## config.mk

```make
export PLATFORM = sky130hd
export DESIGN_NAME = ssi_encoder_slave_flat
export DESIGN_NICKNAME = d
export VERILOG_FILES = /design/src/verilog/ssi_pkg.sv /design/src/verilog/ssi_link_if.sv /design/src/verilog/ssi_encoder_slave.sv /design/src/verilog/ssi_pos_buffer.sv /design/src/flat_wrapper.sv
export SDC_FILE = /design/constraint.sdc
export NUM_CORES = 1
export LEC_CHECK = 0
export ABC_AREA = 1
export BUFFER_PORTS_ARGS = -buffer_cell sky130_fd_sc_hd__buf_2
export CAP_MARGIN = 30
export CORE_UTILIZATION = 42
export CTS_BUF_LIST = sky130_fd_sc_hd__clkbuf_16
export DETAILED_ROUTE_END_ITERATION = 7
export GPL_TIMING_DRIVEN = 0
export MAX_ROUTING_LAYER = met4
export PLACE_DENSITY = 0.69
export SYNTH_ARGS = -nofsm -noshare
export SYNTH_HDL_FRONTEND = slang
export SYNTH_SLANG_ARGS = --single-unit
```

## constraint.sdc

```tcl
create_clock -name I_CLK -period 9.76 [get_ports I_CLK]
set_input_delay 0.488 -clock I_CLK [delete_from_list [all_inputs] [get_ports I_CLK]]
set_output_delay 0.488 -clock I_CLK [all_outputs]
set_load 0.02 [all_outputs]
```

## src/verilog/ssi_pkg.sv

```systemverilog
// shared constants, frame layouts and word helpers for the ssi encoder link
// assumes a 200 mhz system clock on both ends of the link
package ssi_pkg;
  localparam int unsigned CLK_HZ = 200_000_000;
  localparam int unsigned TURNS_W = 12;
  localparam int unsigned ANGLE_W = 20;
  localparam int unsigned WORD_W = 32;
  localparam int unsigned CNT_W = 13;
  localparam int unsigned LAYOUT_COUNT = 5;
  localparam logic [7:0] LAYOUT_TWELVE_TWELVE = 8'h00;
  localparam logic [7:0] LAYOUT_EIGHT_SIXTEEN = 8'h01;
  localparam logic [7:0] LAYOUT_TEN_TWENTY = 8'h02;
  localparam logic [7:0] LAYOUT_TWENTYFIVE_BIT = 8'h03;
  localparam logic [7:0] LAYOUT_TWENTYTHREE_BIT = 8'h04;
  localparam int unsigned MT_BITS [LAYOUT_COUNT] = '{12, 8, 10, 12, 10};
  localparam int unsigned ST_BITS [LAYOUT_COUNT] = '{12, 16, 20, 13, 13};
  localparam int unsigned PULSES [LAYOUT_COUNT] = '{25, 25, 31, 26, 24};
  // ssi_link_config fields
  localparam int unsigned CFG_RATE_LSB = 0;
  localparam int unsigned CFG_IDLE_BIT = 2;
  localparam int unsigned CFG_LATE_BIT = 3;
  localparam int unsigned CFG_GRAY_BIT = 4;
  localparam int unsigned BAUD_0 = 201_600;
  localparam int unsigned BAUD_1 = 500_000;
  localparam int unsigned BAUD_2 = 1_042_000;
  localparam int unsigned BAUD_3 = 1_560_000;
  localparam int unsigned HALF_CYC [4] = '{CLK_HZ / (2 * BAUD_0), CLK_HZ / (2 * BAUD_1),
                                          CLK_HZ / (2 * BAUD_2), CLK_HZ / (2 * BAUD_3)};
  // clock held idle this long ends a frame on the slave
  localparam int unsigned TIMEOUT_NS = 20_000;
  localparam int unsigned TIMEOUT_CYC = TIMEOUT_NS * (CLK_HZ / 1_000_000) / 1000;
  localparam int unsigned PAUSE_MARGIN_CYC = 64;
  localparam logic DATA_IDLE = 1'b1;
  // device register indices and status bits
  localparam logic [1:0] SLV_REG_LAYOUT = 2'h0;
  localparam logic [1:0] SLV_REG_CONFIG = 2'h1;
  localparam logic [1:0] SLV_REG_STATUS = 2'h2;
  localparam logic [7:0] SLV_LAYOUT_RESET = 8'h00;
  localparam logic [7:0] SLV_CONFIG_RESET = 8'h00;
  localparam int unsigned STS_ACTIVE_BIT = 0;
  localparam int unsigned STS_ABORT_BIT = 1;
  localparam int unsigned STS_BADLAY_BIT = 2;
  // controller registers, word addressed
  localparam logic [1:0] MST_REG_CTRL = 2'h0;
  localparam logic [1:0] MST_REG_STATUS = 2'h1;
  localparam logic [1:0] MST_REG_TURNS = 2'h2;
  localparam logic [1:0] MST_REG_ANGLE = 2'h3;
  localparam int unsigned CTRL_LAYOUT_LSB = 0;
  localparam int unsigned CTRL_CONFIG_LSB = 8;
  localparam int unsigned CTRL_START_BIT = 16;
  localparam int unsigned MSTS_DONE_BIT = 0;
  localparam int unsigned MSTS_BUSY_BIT = 1;

  function automatic logic [2:0] layout_index(input logic [7:0] code);
    return (code < 8'(LAYOUT_COUNT)) ? code[2:0] : 3'h0;
  endfunction

  function automatic logic [WORD_W-1:0] field_mask(input int unsigned bits);
    return (32'h1 << bits) - 32'h1;
  endfunction

  function automatic logic [WORD_W-1:0] gray_to_bin(input logic [WORD_W-1:0] g);
    logic [WORD_W-1:0] b;
    b[WORD_W-1] = g[WORD_W-1];
    for (int i = WORD_W - 2; i >= 0; i--) begin
      b[i] = g[i] ^ b[i+1];
    end
    return b;
  endfunction

  // multi-turn above single-turn, coded, then pushed up so the msb sits at the top
  function automatic logic [WORD_W-1:0] pack_word(input logic [2:0] idx,
      input logic [TURNS_W-1:0] turns, input logic [ANGLE_W-1:0] angle, input logic gray);
    logic [WORD_W-1:0] v;
    int unsigned m;
    int unsigned s;
    m = MT_BITS[idx];
    s = ST_BITS[idx];
    v = ((32'(turns) & field_mask(m)) << s) | (32'(angle) & field_mask(s));
    if (gray) begin
      v = v ^ (v >> 1);
    end
    return v << (WORD_W - m - s);
  endfunction
endpackage

```

## src/verilog/ssi_link_if.sv

```systemverilog
// the two wires of the ssi link between controller and encoder emulation
// assumes the bench resolves nothing: each wire has exactly one driver
`timescale 1ns/1ps
`default_nettype none
interface ssi_link_if;
  logic sclk;
  logic data;
  modport master (output sclk, input data);
  modport slave (input sclk, output data);
endinterface
`default_nettype wire

```

## src/verilog/ssi_encoder_slave.sv

```systemverilog
// encoder emulation end of the ssi link: answers a master's clock bursts
// with the absolute position, shifted out msb first.
// assumes the link clock is asynchronous to I_CLK and much slower than it.
`timescale 1ns/1ps
`default_nettype none
module ssi_encoder_slave
  import ssi_pkg::*;
(
  input wire logic I_CLK,
  input wire logic I_RST_N,
  input wire logic I_POS_VALID,
  input wire logic [TURNS_W-1:0] I_POS_TURNS,
  input wire logic [ANGLE_W-1:0] I_POS_ANGLE,
  output logic O_POS_READY,
  input wire logic [1:0] I_REG_ADDR,
  input wire logic I_REG_WRITE,
  input wire logic [7:0] I_REG_WDATA,
  output logic [7:0] O_REG_RDATA,
  output logic O_FRAME_ACTIVE,
  ssi_link_if.slave link
);
  typedef enum logic [1:0] {SL_ARMED, SL_FRAME, SL_TAIL} slave_state_e;

  slave_state_e state_q;
  slave_state_e state_d;
  logic [7:0] layout_q;
  logic [7:0] config_q;
  logic [TURNS_W+ANGLE_W-1:0] pos_q;
  logic [WORD_W-1:0] shreg_q;
  logic [5:0] cnt_q;
  logic [5:0] pulses_q;
  logic late_q;
  logic [CNT_W-1:0] idle_cnt_q;
  logic sclk_s1_q;
  logic sclk_s2_q;
  logic sclk_s3_q;
  logic data_q;
  logic abort_q;
  logic active_q;
  logic [7:0] rdata_q;
  logic buf_valid;
  logic [TURNS_W+ANGLE_W-1:0] buf_data;

  // the position source is stalled during a frame, so the buffer really fills
  wire buf_take = (state_q == SL_ARMED);
  wire pos_load = buf_valid && buf_take;

  ssi_pos_buffer #(
    .W(TURNS_W + ANGLE_W),
    .DEPTH(2)
  ) u_pos_buffer (
    .i_clk(I_CLK),
    .i_rst_n(I_RST_N),
    .i_valid(I_POS_VALID),
    .i_data({I_POS_TURNS, I_POS_ANGLE}),
    .o_ready(O_POS_READY),
    .o_valid(buf_valid),
    .o_data(buf_data),
    .i_ready(buf_take)
  );

  // link clock edge detection on the synchronised copy only
  wire idle_lvl = config_q[CFG_IDLE_BIT];
  wire sclk_chg = sclk_s2_q ^ sclk_s3_q;
  wire first_edge = sclk_chg && (sclk_s3_q == idle_lvl);
  wire second_edge = sclk_chg && (sclk_s2_q == idle_lvl);
  wire timeout = (idle_cnt_q == CNT_W'(TIMEOUT_CYC));

  // frame layout and coding are frozen at capture
  wire [2:0] lay_idx = layout_index(layout_q);
  wire lay_bad = (layout_q >= 8'(LAYOUT_COUNT));
  wire [WORD_W-1:0] live_word = pack_word(lay_idx, pos_q[TURNS_W+ANGLE_W-1:ANGLE_W],
                                          pos_q[ANGLE_W-1:0], config_q[CFG_GRAY_BIT]);
  wire [5:0] live_pulses = 6'(PULSES[lay_idx]);

  wire capture = (state_q == SL_ARMED) && first_edge;
  wire in_frame = (state_q == SL_FRAME);
  // early mode moves data on the first edge of pulses 2..n, late mode on
  // the second edge of pulses 1..n-1; either way n-1 bits leave
  wire shift_now = in_frame && (late_q ? (second_edge && (cnt_q < pulses_q)) : first_edge);
  wire end_now = in_frame && second_edge && (cnt_q == pulses_q);
  wire abort_now = in_frame && timeout;
  wire abort_clr = I_REG_WRITE && (I_REG_ADDR == SLV_REG_STATUS) && I_REG_WDATA[STS_ABORT_BIT];

  always_comb begin
    state_d = state_q;
    unique case (state_q)
      SL_ARMED: begin
        if (first_edge) begin
          state_d = SL_FRAME;
        end
      end
      SL_FRAME: begin
        if (timeout) begin
          state_d = SL_ARMED;
        end else if (end_now) begin
          state_d = SL_TAIL;
        end
      end
      SL_TAIL: begin
        // stray pulses after the frame are ignored until the clock rests
        if (timeout) begin
          state_d = SL_ARMED;
        end
      end
    endcase
  end

  wire [7:0] status_word = {5'h00, lay_bad, abort_q, active_q};
  wire [7:0] rd_mux = (I_REG_ADDR == SLV_REG_LAYOUT) ? layout_q :
                      (I_REG_ADDR == SLV_REG_CONFIG) ? config_q :
                      (I_REG_ADDR == SLV_REG_STATUS) ? status_word : 8'h00;

  always_ff @(posedge I_CLK or negedge I_RST_N) begin
    if (!I_RST_N) begin
      sclk_s1_q <= 1'b0;
      sclk_s2_q <= 1'b0;
      sclk_s3_q <= 1'b0;
    end else begin
      // the link clock is only ever read, never driven from this end
      sclk_s1_q <= link.sclk;
      sclk_s2_q <= sclk_s1_q;
      sclk_s3_q <= sclk_s2_q;
    end
  end

  always_ff @(posedge I_CLK or negedge I_RST_N) begin
    if (!I_RST_N) begin
      layout_q <= SLV_LAYOUT_RESET;
      config_q <= SLV_CONFIG_RESET;
      rdata_q <= 8'h00;
    end else begin
      if (I_REG_WRITE && (I_REG_ADDR == SLV_REG_LAYOUT)) begin
        layout_q <= I_REG_WDATA;
      end
      if (I_REG_WRITE && (I_REG_ADDR == SLV_REG_CONFIG)) begin
        config_q <= I_REG_WDATA;
      end
      rdata_q <= rd_mux;
    end
  end

  always_ff @(posedge I_CLK or negedge I_RST_N) begin
    if (!I_RST_N) begin
      idle_cnt_q <= '0;
    end else if (sclk_chg) begin
      idle_cnt_q <= '0;
    end else if (!timeout) begin
      idle_cnt_q <= idle_cnt_q + 1'b1;
    end
  end

  always_ff @(posedge I_CLK or negedge I_RST_N) begin
    if (!I_RST_N) begin
      pos_q <= '0;
    end else if (pos_load) begin
      pos_q <= buf_data;
    end
  end

  always_ff @(posedge I_CLK or negedge I_RST_N) begin
    if (!I_RST_N) begin
      state_q <= SL_ARMED;
      shreg_q <= '0;
      cnt_q <= '0;
      pulses_q <= '0;
      late_q <= 1'b0;
    end else begin
      state_q <= state_d;
      if (capture) begin
        shreg_q <= live_word;
        cnt_q <= 6'h01;
        pulses_q <= live_pulses;
        late_q <= config_q[CFG_LATE_BIT];
      end else if (shift_now) begin
        shreg_q <= shreg_q << 1;
      end
      if (in_frame && first_edge) begin
        cnt_q <= cnt_q + 6'h01;
      end
    end
  end

  always_ff @(posedge I_CLK or negedge I_RST_N) begin
    if (!I_RST_N) begin
      data_q <= DATA_IDLE;
    end else if (end_now || abort_now || (state_q == SL_ARMED)) begin
      data_q <= DATA_IDLE;
    end else if (shift_now) begin
      data_q <= shreg_q[WORD_W-1];
    end
  end

  always_ff @(posedge I_CLK or negedge I_RST_N) begin
    if (!I_RST_N) begin
      abort_q <= 1'b0;
      active_q <= 1'b0;
    end else begin
      // a new abort in the same cycle as its clear is kept
      abort_q <= abort_now || (abort_q && !abort_clr);
      active_q <= (state_d != SL_ARMED);
    end
  end

  assign link.data = data_q;
  assign O_REG_RDATA = rdata_q;
  assign O_FRAME_ACTIVE = active_q;
endmodule // ssi_encoder_slave
`default_nettype wire

```

## src/verilog/ssi_pos_buffer.sv

```systemverilog
// small fifo for position words with valid/ready on both sides
// assumes one clock and an async active-low reset
`timescale 1ns/1ps
`default_nettype none
module ssi_pos_buffer #(
  parameter int unsigned W = 32,
  parameter int unsigned DEPTH = 2
) (
  input wire logic i_clk,
  input wire logic i_rst_n,
  input wire logic i_valid,
  input wire logic [W-1:0] i_data,
  output logic o_ready,
  output logic o_valid,
  output logic [W-1:0] o_data,
  input wire logic i_ready
);
  localparam int unsigned AW = (DEPTH > 1) ? $clog2(DEPTH) : 1;
  logic [W-1:0] mem_q [DEPTH];
  logic [AW-1:0] wr_ptr_q;
  logic [AW-1:0] rd_ptr_q;
  logic [AW:0] count_q;
  logic [AW:0] count_d;
  logic ready_q;
  wire push = i_valid && ready_q;
  wire pop = o_valid && i_ready;
  wire [AW-1:0] wr_next = (wr_ptr_q == AW'(DEPTH - 1)) ? '0 : wr_ptr_q + 1'b1;
  wire [AW-1:0] rd_next = (rd_ptr_q == AW'(DEPTH - 1)) ? '0 : rd_ptr_q + 1'b1;

  assign count_d = count_q + (AW+1)'(push) - (AW+1)'(pop);
  assign o_valid = (count_q != '0);
  assign o_data = mem_q[rd_ptr_q];
  assign o_ready = ready_q;

  always_ff @(posedge i_clk) begin
    if (push) begin
      mem_q[wr_ptr_q] <= i_data;
    end
  end

  always_ff @(posedge i_clk or negedge i_rst_n) begin
    if (!i_rst_n) begin
      wr_ptr_q <= '0;
      rd_ptr_q <= '0;
      count_q <= '0;
      ready_q <= 1'b0;
    end else begin
      wr_ptr_q <= push ? wr_next : wr_ptr_q;
      rd_ptr_q <= pop ? rd_next : rd_ptr_q;
      count_q <= count_d;
      // ready is registered so the source sees it straight from a flop
      ready_q <= (count_d != (AW+1)'(DEPTH));
    end
  end
endmodule // ssi_pos_buffer
`default_nettype wire

```

## src/flat_wrapper.sv

```systemverilog
// flat-port wrapper written by rule: the top's interface ports become plain ports
module ssi_encoder_slave_flat import ssi_pkg::*;
  (I_CLK, I_RST_N, I_POS_VALID, I_POS_TURNS, I_POS_ANGLE, O_POS_READY, I_REG_ADDR, I_REG_WRITE, I_REG_WDATA, O_REG_RDATA, O_FRAME_ACTIVE, link_sclk, link_data);
  ssi_link_if link_i ();
  input wire logic I_CLK;
  input wire logic I_RST_N;
  input wire logic I_POS_VALID;
  input wire logic [TURNS_W-1:0] I_POS_TURNS;
  input wire logic [ANGLE_W-1:0] I_POS_ANGLE;
  output logic O_POS_READY;
  input wire logic [1:0] I_REG_ADDR;
  input wire logic I_REG_WRITE;
  input wire logic [7:0] I_REG_WDATA;
  output logic [7:0] O_REG_RDATA;
  output logic O_FRAME_ACTIVE;
  input wire logic [$bits(link_i.sclk)-1:0] link_sclk;
  output wire logic [$bits(link_i.data)-1:0] link_data;
  assign link_i.sclk = link_sclk;
  assign link_data = link_i.data;
  ssi_encoder_slave u_core (.I_CLK(I_CLK), .I_RST_N(I_RST_N), .I_POS_VALID(I_POS_VALID), .I_POS_TURNS(I_POS_TURNS), .I_POS_ANGLE(I_POS_ANGLE), .O_POS_READY(O_POS_READY), .I_REG_ADDR(I_REG_ADDR), .I_REG_WRITE(I_REG_WRITE), .I_REG_WDATA(I_REG_WDATA), .O_REG_RDATA(O_REG_RDATA), .O_FRAME_ACTIVE(O_FRAME_ACTIVE), .link(link_i));
endmodule
```

==> results of run 1 <==
[final cells by class]
type	instances	area [sq um]	area share, %
Clock buffer	17	425	3.51
Sequential cell	189	5050	41.7
Buffer	67	329	2.72
Multi-Input combinational cell	1008	4950	40.9
Tap cell	330	413	3.41
Timing Repair Buffer	58	319	2.63
Inverter	121	455	3.76
Clock inverter	15	168	1.38
[final timing paths]
check	start	endpoint	slack [ns]	depth (start not counted)
worst min register to register	u_core.sclk_s1_q	u_core.sclk_s2_q	0.36	0
worst min-delay path	I_RST_N	u_core.idle_cnt_q[6]	0.008	1
min in group I_CLK	link_sclk	u_core.sclk_s1_q	0.16	1
worst max register to register	u_core.layout_q[0]	u_core.shreg_q[7]	4.23	29
worst max-delay path	u_core.layout_q[0]	u_core.shreg_q[7]	4.23	29
max in group asynchronous	I_RST_N	u_core.link.data	9.01	2
[cell usage in the layout, fill, tap and decap left out, drive strengths merged, types with 3 or more instances in the layout]
master / count
o22ai: 7
or2: 7
nor2: 101
a31oi: 43
clkinv: 9
o31ai: 3
xor2: 9
o21ai: 80
nand4: 25
and3: 3
o211ai: 12
dfrtp: 124
xnor2: 4
nand3: 198
ha: 23
a21oi: 38
nor3: 7
inv: 126
clkbuf: 51
edfxtp: 64
buf: 91
nand2: 430
[metrics by stage]
step,cells,instance area [sq um]
after floorplan,1385,10800
after global placement,1772,11500
after detailed placement,1773,11500
after CTS,1805,12100
after global routing,1805,12100
final,1805,12100
[layer usage]
metal	GRT usage [%]	up-vias	share of wire, %
met5	-	-	0
met4	9.61	0	3.1
met3	3.12	57	4.2
met2	36.9	280	47
met1	29.5	4464	46
li1	-	4787	-
[sequential cells by signal, summed over array words and instances (netlist names), 2 cells and up]
name,count
u_core.state_q,2
u_core.pulses_q,4
u_core.layout_q,8
u_core.u_pos_buffer.mem_q,64
u_core.config_q,8
u_core.pos_q,32
u_core.u_pos_buffer.count_q,2
u_core.shreg_q,32
u_core.cnt_q,6
u_core.O_REG_RDATA,8
u_core.idle_cnt_q,13
[critical path: cells and delay by family (launching register included)]
kind | cells | cell delay (ns)
compound gates | 6 | 1.09
buf+inv | 9 | 1.74
simple gates | 10 | 1.24
fa+ha+maj | 4 | 0.90
flops | 1 | 0.46
[synth_stat cells (4+ instances only)]
cell	instances	share of area, %
nand2_1	420	15
inv_1	112	3.9
inv_2	6	0.21
nor2_1	96	3.3
edfxtp_1	64	18
clkbuf_1	34	1.2
o22ai_1	7	0.41
o21ai_1	8	0.37
nor3_1	7	0.33
a21oi_1	37	1.7
o21ai_0	67	3.1
or2_2	5	0.29
o211ai_1	11	0.77
buf_6	6	0.63
xor2_1	9	0.73
nand2_2	8	0.46
xnor2_1	4	0.33
buf_2	17	0.79
buf_1	7	0.24
a31oi_1	43	2.5
o21ai_2	4	0.33
ha_1	23	2.7
nand4_1	25	1.5
dfrtp_1	124	29
nand3_1	193	9.0
nand3_2	4	0.37
[power breakdown]
part | internal (mW) | total [mW] | switching [mW] | leakage (nW)
registers | 1.07 | 1.20 | 0.131 | 2.10
clock network | 0.346 | 0.703 | 0.357 | 0.285
logic | 0.482 | 1.50 | 1.02 | 3.18
[cells by family after synthesis]
family	after synthesis	share of synthesized area, %
compound gates	193	10.6
xor+xnor	13	1.06
fa+ha+maj	23	2.67
buf+inv	188	7.29
flops	189	46.9
mux	2	0.198
other cells	1	0.0348
simple gates	775	31.2
==> run summary, run 1 <==
run status -> complete, no violations
initial antenna violation count -> 0
pre-CTS setup slack -> 4.29 ns
DRT Pass-1 Iters -> 8
RSZ-0062 raised after global routing -> false
filler cell count -> 2,462
Synth Cell Area -> 0.0108 sq mm
Final HPWL DP -> 21.3 mm
nets -> 1,532
max_cap viols -> 0
CP Max Fanout -> 10
Yosys reg bits -> 189
Inserted Clock Buffers -> 17
Tcrit/Tclk final -> 56.7%
share of layout cells above drive strength 1 -> 10.7%
Synth Flop Type -> dfrtp_1
CP dominant cell by count -> nand2_1
initial core utilization -> 42.8%
Final Setup Violations -> 0
drt total wl -> 27.9 mm
DR iter-0 viols -> 723
Leak -> 5.57 nW
cells after synthesis -> 1,384
worst vdd ir -> 0.000126 V
Max Fclk -> 181 MHz
Final Power -> 3.40 mW
critical path startpoint category -> flip-flop
I/O Buffers -> 57
CTS sink count -> 189
routed len/inst -> 15.5 um
Worst setup EP type -> flip-flop
delay of the slowest critical-path stage -> 0.54 ns
Resized cells post-CTS -> 0
slew margin rel. -> 39.4%
Tightest Pin Transition -> 0.907 ns
Final Hold Vio Count -> 0
total grt overflow -> 0
Max Slew Vio Count -> 0
Clock Path Buffers -> 2
Post-synth EDFFs -> 64
DRT antenna net count -> 0
DIE AREA -> 0.0263 sq mm
GRT Total Usage -> 23.1%
core region area -> 0.0252 sq mm
Die W -> 162 um
CP max-delay cell -> o21ai_0
Seq/Total Area, Yosys -> 46.9%
critical path class -> flip-flop to flip-flop
largest net degree at the start of global routing -> 66
CTS clk-pin slew, worst paths -> 0.09 ns
crit path DAT -> 5.90 ns
wire length of the first global-routing pass -> 46.6 mm
die height -> 162 um
post-synth cell types -> 55
hold buffer count at cts -> 0
Synth warnings -> 0
I/O Pins -> 58
site row count -> 58
minimum clock period -> 5.53 ns
Ant. Diodes -> 0
Routability Congestion -> 0.922
Crit path required time -> 10.13 ns
worst clock skew -> 0.0147 ns
synthesized area per cell -> 7.78 sq um
H-tree depth -> 4
slack of the critical path -> 4.23 ns
Hold Crit Class -> input port to async pin
Setup TNS -> 0 ns
# DRC -> 0
Final Util -> 48.1%
Clock Tree Root -> clkbuf_16
clock tree from TritonCTS -> done
P per Cell Area -> 281 mW/mm^2
postcts setup bufs -> 0
area added between synthesis and finish -> 12.5%
hold_ws -> 0.00812 ns
vias per cell -> 5.31
number of global-route vias before repair -> 9,171
clock latency on the worst-skew pair -> 0.44 ns
Vias -> 9,588
FFs w/ async S/R, synth -> 66.1%
No activity file was read; power rests on OpenSTA's default activity.
==> run 2: changes to the inputs <==
clock period = 5.5 ns   (was 9.76 ns; I/O delays follow)
==> run 2 against run 1 <==
  * Global-route usage about the same
  * Highest routed layer unchanged
  * Via count grew 0.44%
  * Power rose by 78%
  * Largest power group unchanged
  * Die area stayed put
  * Critical path type unchanged
==> run summary, run 2 (synthesized netlist as in run 1, its figures left out) <==
Final Hold Vio Count -> 0 (unchanged)
Tightest Pin Transition -> 0.907 ns (+0.000795 ns)
GRT Total Usage -> 23.1% (about the same)
clock latency on the worst-skew pair -> 0.44 ns (about the same)
Final Setup Violations -> 0 (unchanged)
Hold Crit Class -> input port to flip-flop
die height -> 162 um (unchanged)
I/O Buffers -> 57 (unchanged)
Ant. Diodes -> 0 (unchanged)
pre-CTS setup slack -> 0.0299 ns (-4.26 ns)
Top reg by flops -> u_core.u_pos_buffer.mem_q
hold_ws -> 0.0163 ns (+0.00815 ns)
CP Max Fanout -> 10 (unchanged)
max_cap viols -> 0 (unchanged)
worst vdd ir -> 0.000226 V (+79%)
Routability Congestion -> 0.922 (unchanged)
Final Power -> 6.04 mW (+78%)
Die W -> 162 um (unchanged)
slack of the critical path -> 0.378 ns (-3.85 ns)
Clock Tree Root -> clkbuf_16
Inserted Clock Buffers -> 17 (unchanged)
Worst setup EP type -> flip-flop
largest net degree at the start of global routing -> 66 (unchanged)
initial core utilization -> 42.8% (unchanged)
top flop regs -> u_core.u_pos_buffer.mem_q x64, u_core.pos_q x32, u_core.shreg_q x32
Min-Delay Path Depth -> 1
Vias -> 9,630 (+0.44%)
Final HPWL DP -> 21.3 mm (unchanged)
critical path class -> flip-flop to flip-flop
WHS Endpoint -> u_core.u_pos_buffer.mem_q[0][1]
crit path DAT -> 5.49 ns (-0.41 ns)
routed len/inst -> 15.5 um (+0.30%)
GR Layer Usage met1 -> 29.5% (unchanged)
M2 GR Usage -> 36.9% (+0.059 points)
nets -> 1,534 (+0.13%)
filler cell count -> 2,460 (-0.081%)
drt total wl -> 28.0 mm (+0.41%)
DR iter-0 viols -> 681 (-5.8%)
Post-Place Cells -> 1,773 (unchanged)
area added between synthesis and finish -> 12.7%
RSZ-0062 raised after global routing -> false
delay of the slowest critical-path stage -> 0.46 ns (-0.08 ns)
DIE AREA -> 0.0263 sq mm (unchanged)
clock tree from TritonCTS -> done
R2R Setup Slk -> 0.38 ns (-3.85 ns)
CTS sink count -> 189 (unchanged)
CP dominant cell by count -> inv_1
DRT Pass-1 Iters -> 6 (-2)
hold_sp -> I_POS_ANGLE[1]
run status -> complete, no violations
CP max-delay cell -> dfrtp_1
critical path startpoint category -> flip-flop
Reg-to-Reg Start -> u_core.layout_q[0]
# DRC -> 0 (unchanged)
DRT antenna net count -> 0 (unchanged)
P per Cell Area -> 498 mW/mm^2 (+77%)
minimum clock period -> 5.12 ns (-0.411 ns)
Critical R2R Capture -> u_core.shreg_q[7]
largest delay contributor family on the critical path -> buffers and inverters
initial antenna violation count -> 0 (unchanged)
Final Util -> 48.2% (+0.099 points)
number of global-route vias before repair -> 9,192 (+0.23%)
site row count -> 58 (unchanged)
worst clock skew -> 0.0158 ns (+0.00112 ns)
cell area after layout -> 0.0121 sq mm (+0.21%)
H-tree depth -> 4 (unchanged)
vias per cell -> 5.33 (+0.33%)
GRT busiest layer -> met2
Max Fclk -> 195 MHz (+8.0%)
core region area -> 0.0252 sq mm (unchanged)
max reg flops -> 64 (unchanged)
CTS clk-pin slew, worst paths -> 0.08 ns (about the same)
total grt overflow -> 0 (unchanged)
Critical path buffers and inverters -> 10 (+1)
I/O Pins -> 58 (unchanged)
Tcrit/Tclk final -> 93.1% (+36 points)
share of layout cells above drive strength 1 -> 10.9% (+0.19 points)
reg2reg path depth -> 28 (-3.4%)
slew margin rel. -> 39.4% (-0.053 points)
Non-Filler Instances -> 1,807 (+0.11%)
Leak -> 5.58 nW (+0.24%)
Max Slew Vio Count -> 0 (unchanged)
Clock Path Buffers -> 2 (unchanged)
Crit path required time -> 5.87 ns (-4.26 ns)
grt met3 use -> 3.12% (unchanged)
placed instance area -> 0.0115 sq mm (unchanged)
most frequent cells in the layout -> nand2_1 (420), nand3_1 (193), dfrtp_1 (124), inv_1 (112), nor2_1 (93)
Setup TNS -> 0 ns (unchanged)
wire length of the first global-routing pass -> 46.6 mm (about the same)
most common cell after layout, fill and taps aside -> nand2_1
==> run 2: changes by cell type in the layout (fill, tap and decap cells not counted), sizes merged <==
cell / before / now
dlygate4sd3: 0 / 2
==> run 2: final cells by class <==
cell class,instances,area [sq um],area share (%)
Buffer,67,332,2.73
Tap cell,330,413,3.40
Clock inverter,15,168,1.38
Clock buffer,17,425,3.51
Inverter,121,455,3.75
Multi-Input combinational cell,1008,4950,40.8
Sequential cell,189,5050,41.6
Timing Repair Buffer,60,339,2.79
==> run 2: timing repair <==
item,4_1_cts,5_1_grt
gates resized for setup,1,5
hold buffers,2,0
setup endpoints to repair,1,31
buffers inserted,0,0
endpoints found under the hold margin,65,0
==> run 2: worst max-delay path by stage <==
stage | from | end | slack (ns) | depth (start not counted)
after floorplan | u_core.layout_q[6] | u_core.shreg_q[27] | 1.38 | 31
after global placement | u_core.layout_q[0] | u_core.shreg_q[7] | 0.1 | 29
after detailed placement | u_core.layout_q[6] | u_core.shreg_q[7] | 0.03 | 31
after CTS | u_core.layout_q[6] | u_core.shreg_q[15] | 0.07 | 23
after global routing | u_core.layout_q[6] | u_core.shreg_q[7] | 0.03 | 30
final | u_core.layout_q[0] | u_core.shreg_q[7] | 0.38 | 28
==> run 2: per-layer routing <==
metal | vias up | share of wire (%)
li1 | 4795 | -
met1 | 4535 | 46
met2 | 250 | 47
met3 | 50 | 4.0
met4 | 0 | 3.0
met5 | - | 0
==> run 2: report_power, final <==
| group | internal (mW) | switching (mW) | leakage [nW] |
|---|---|---|---|
| clock | 0.614 | 0.637 | 0.285 |
| combinational | 0.856 | 1.81 | 3.19 |
| sequential | 1.90 | 0.233 | 2.10 |
==> run 2: worst reg2reg max path: cells and delay by family, from the launching register on <==
family	cells	cell delay [ns]
flip-flops	1	0.46
AND/OR/NAND/NOR	9	1.29
adder cells (fa/ha/maj)	4	0.85
AO/OA/AOI/OAI	5	0.71
buffers and inverters	10	1.74
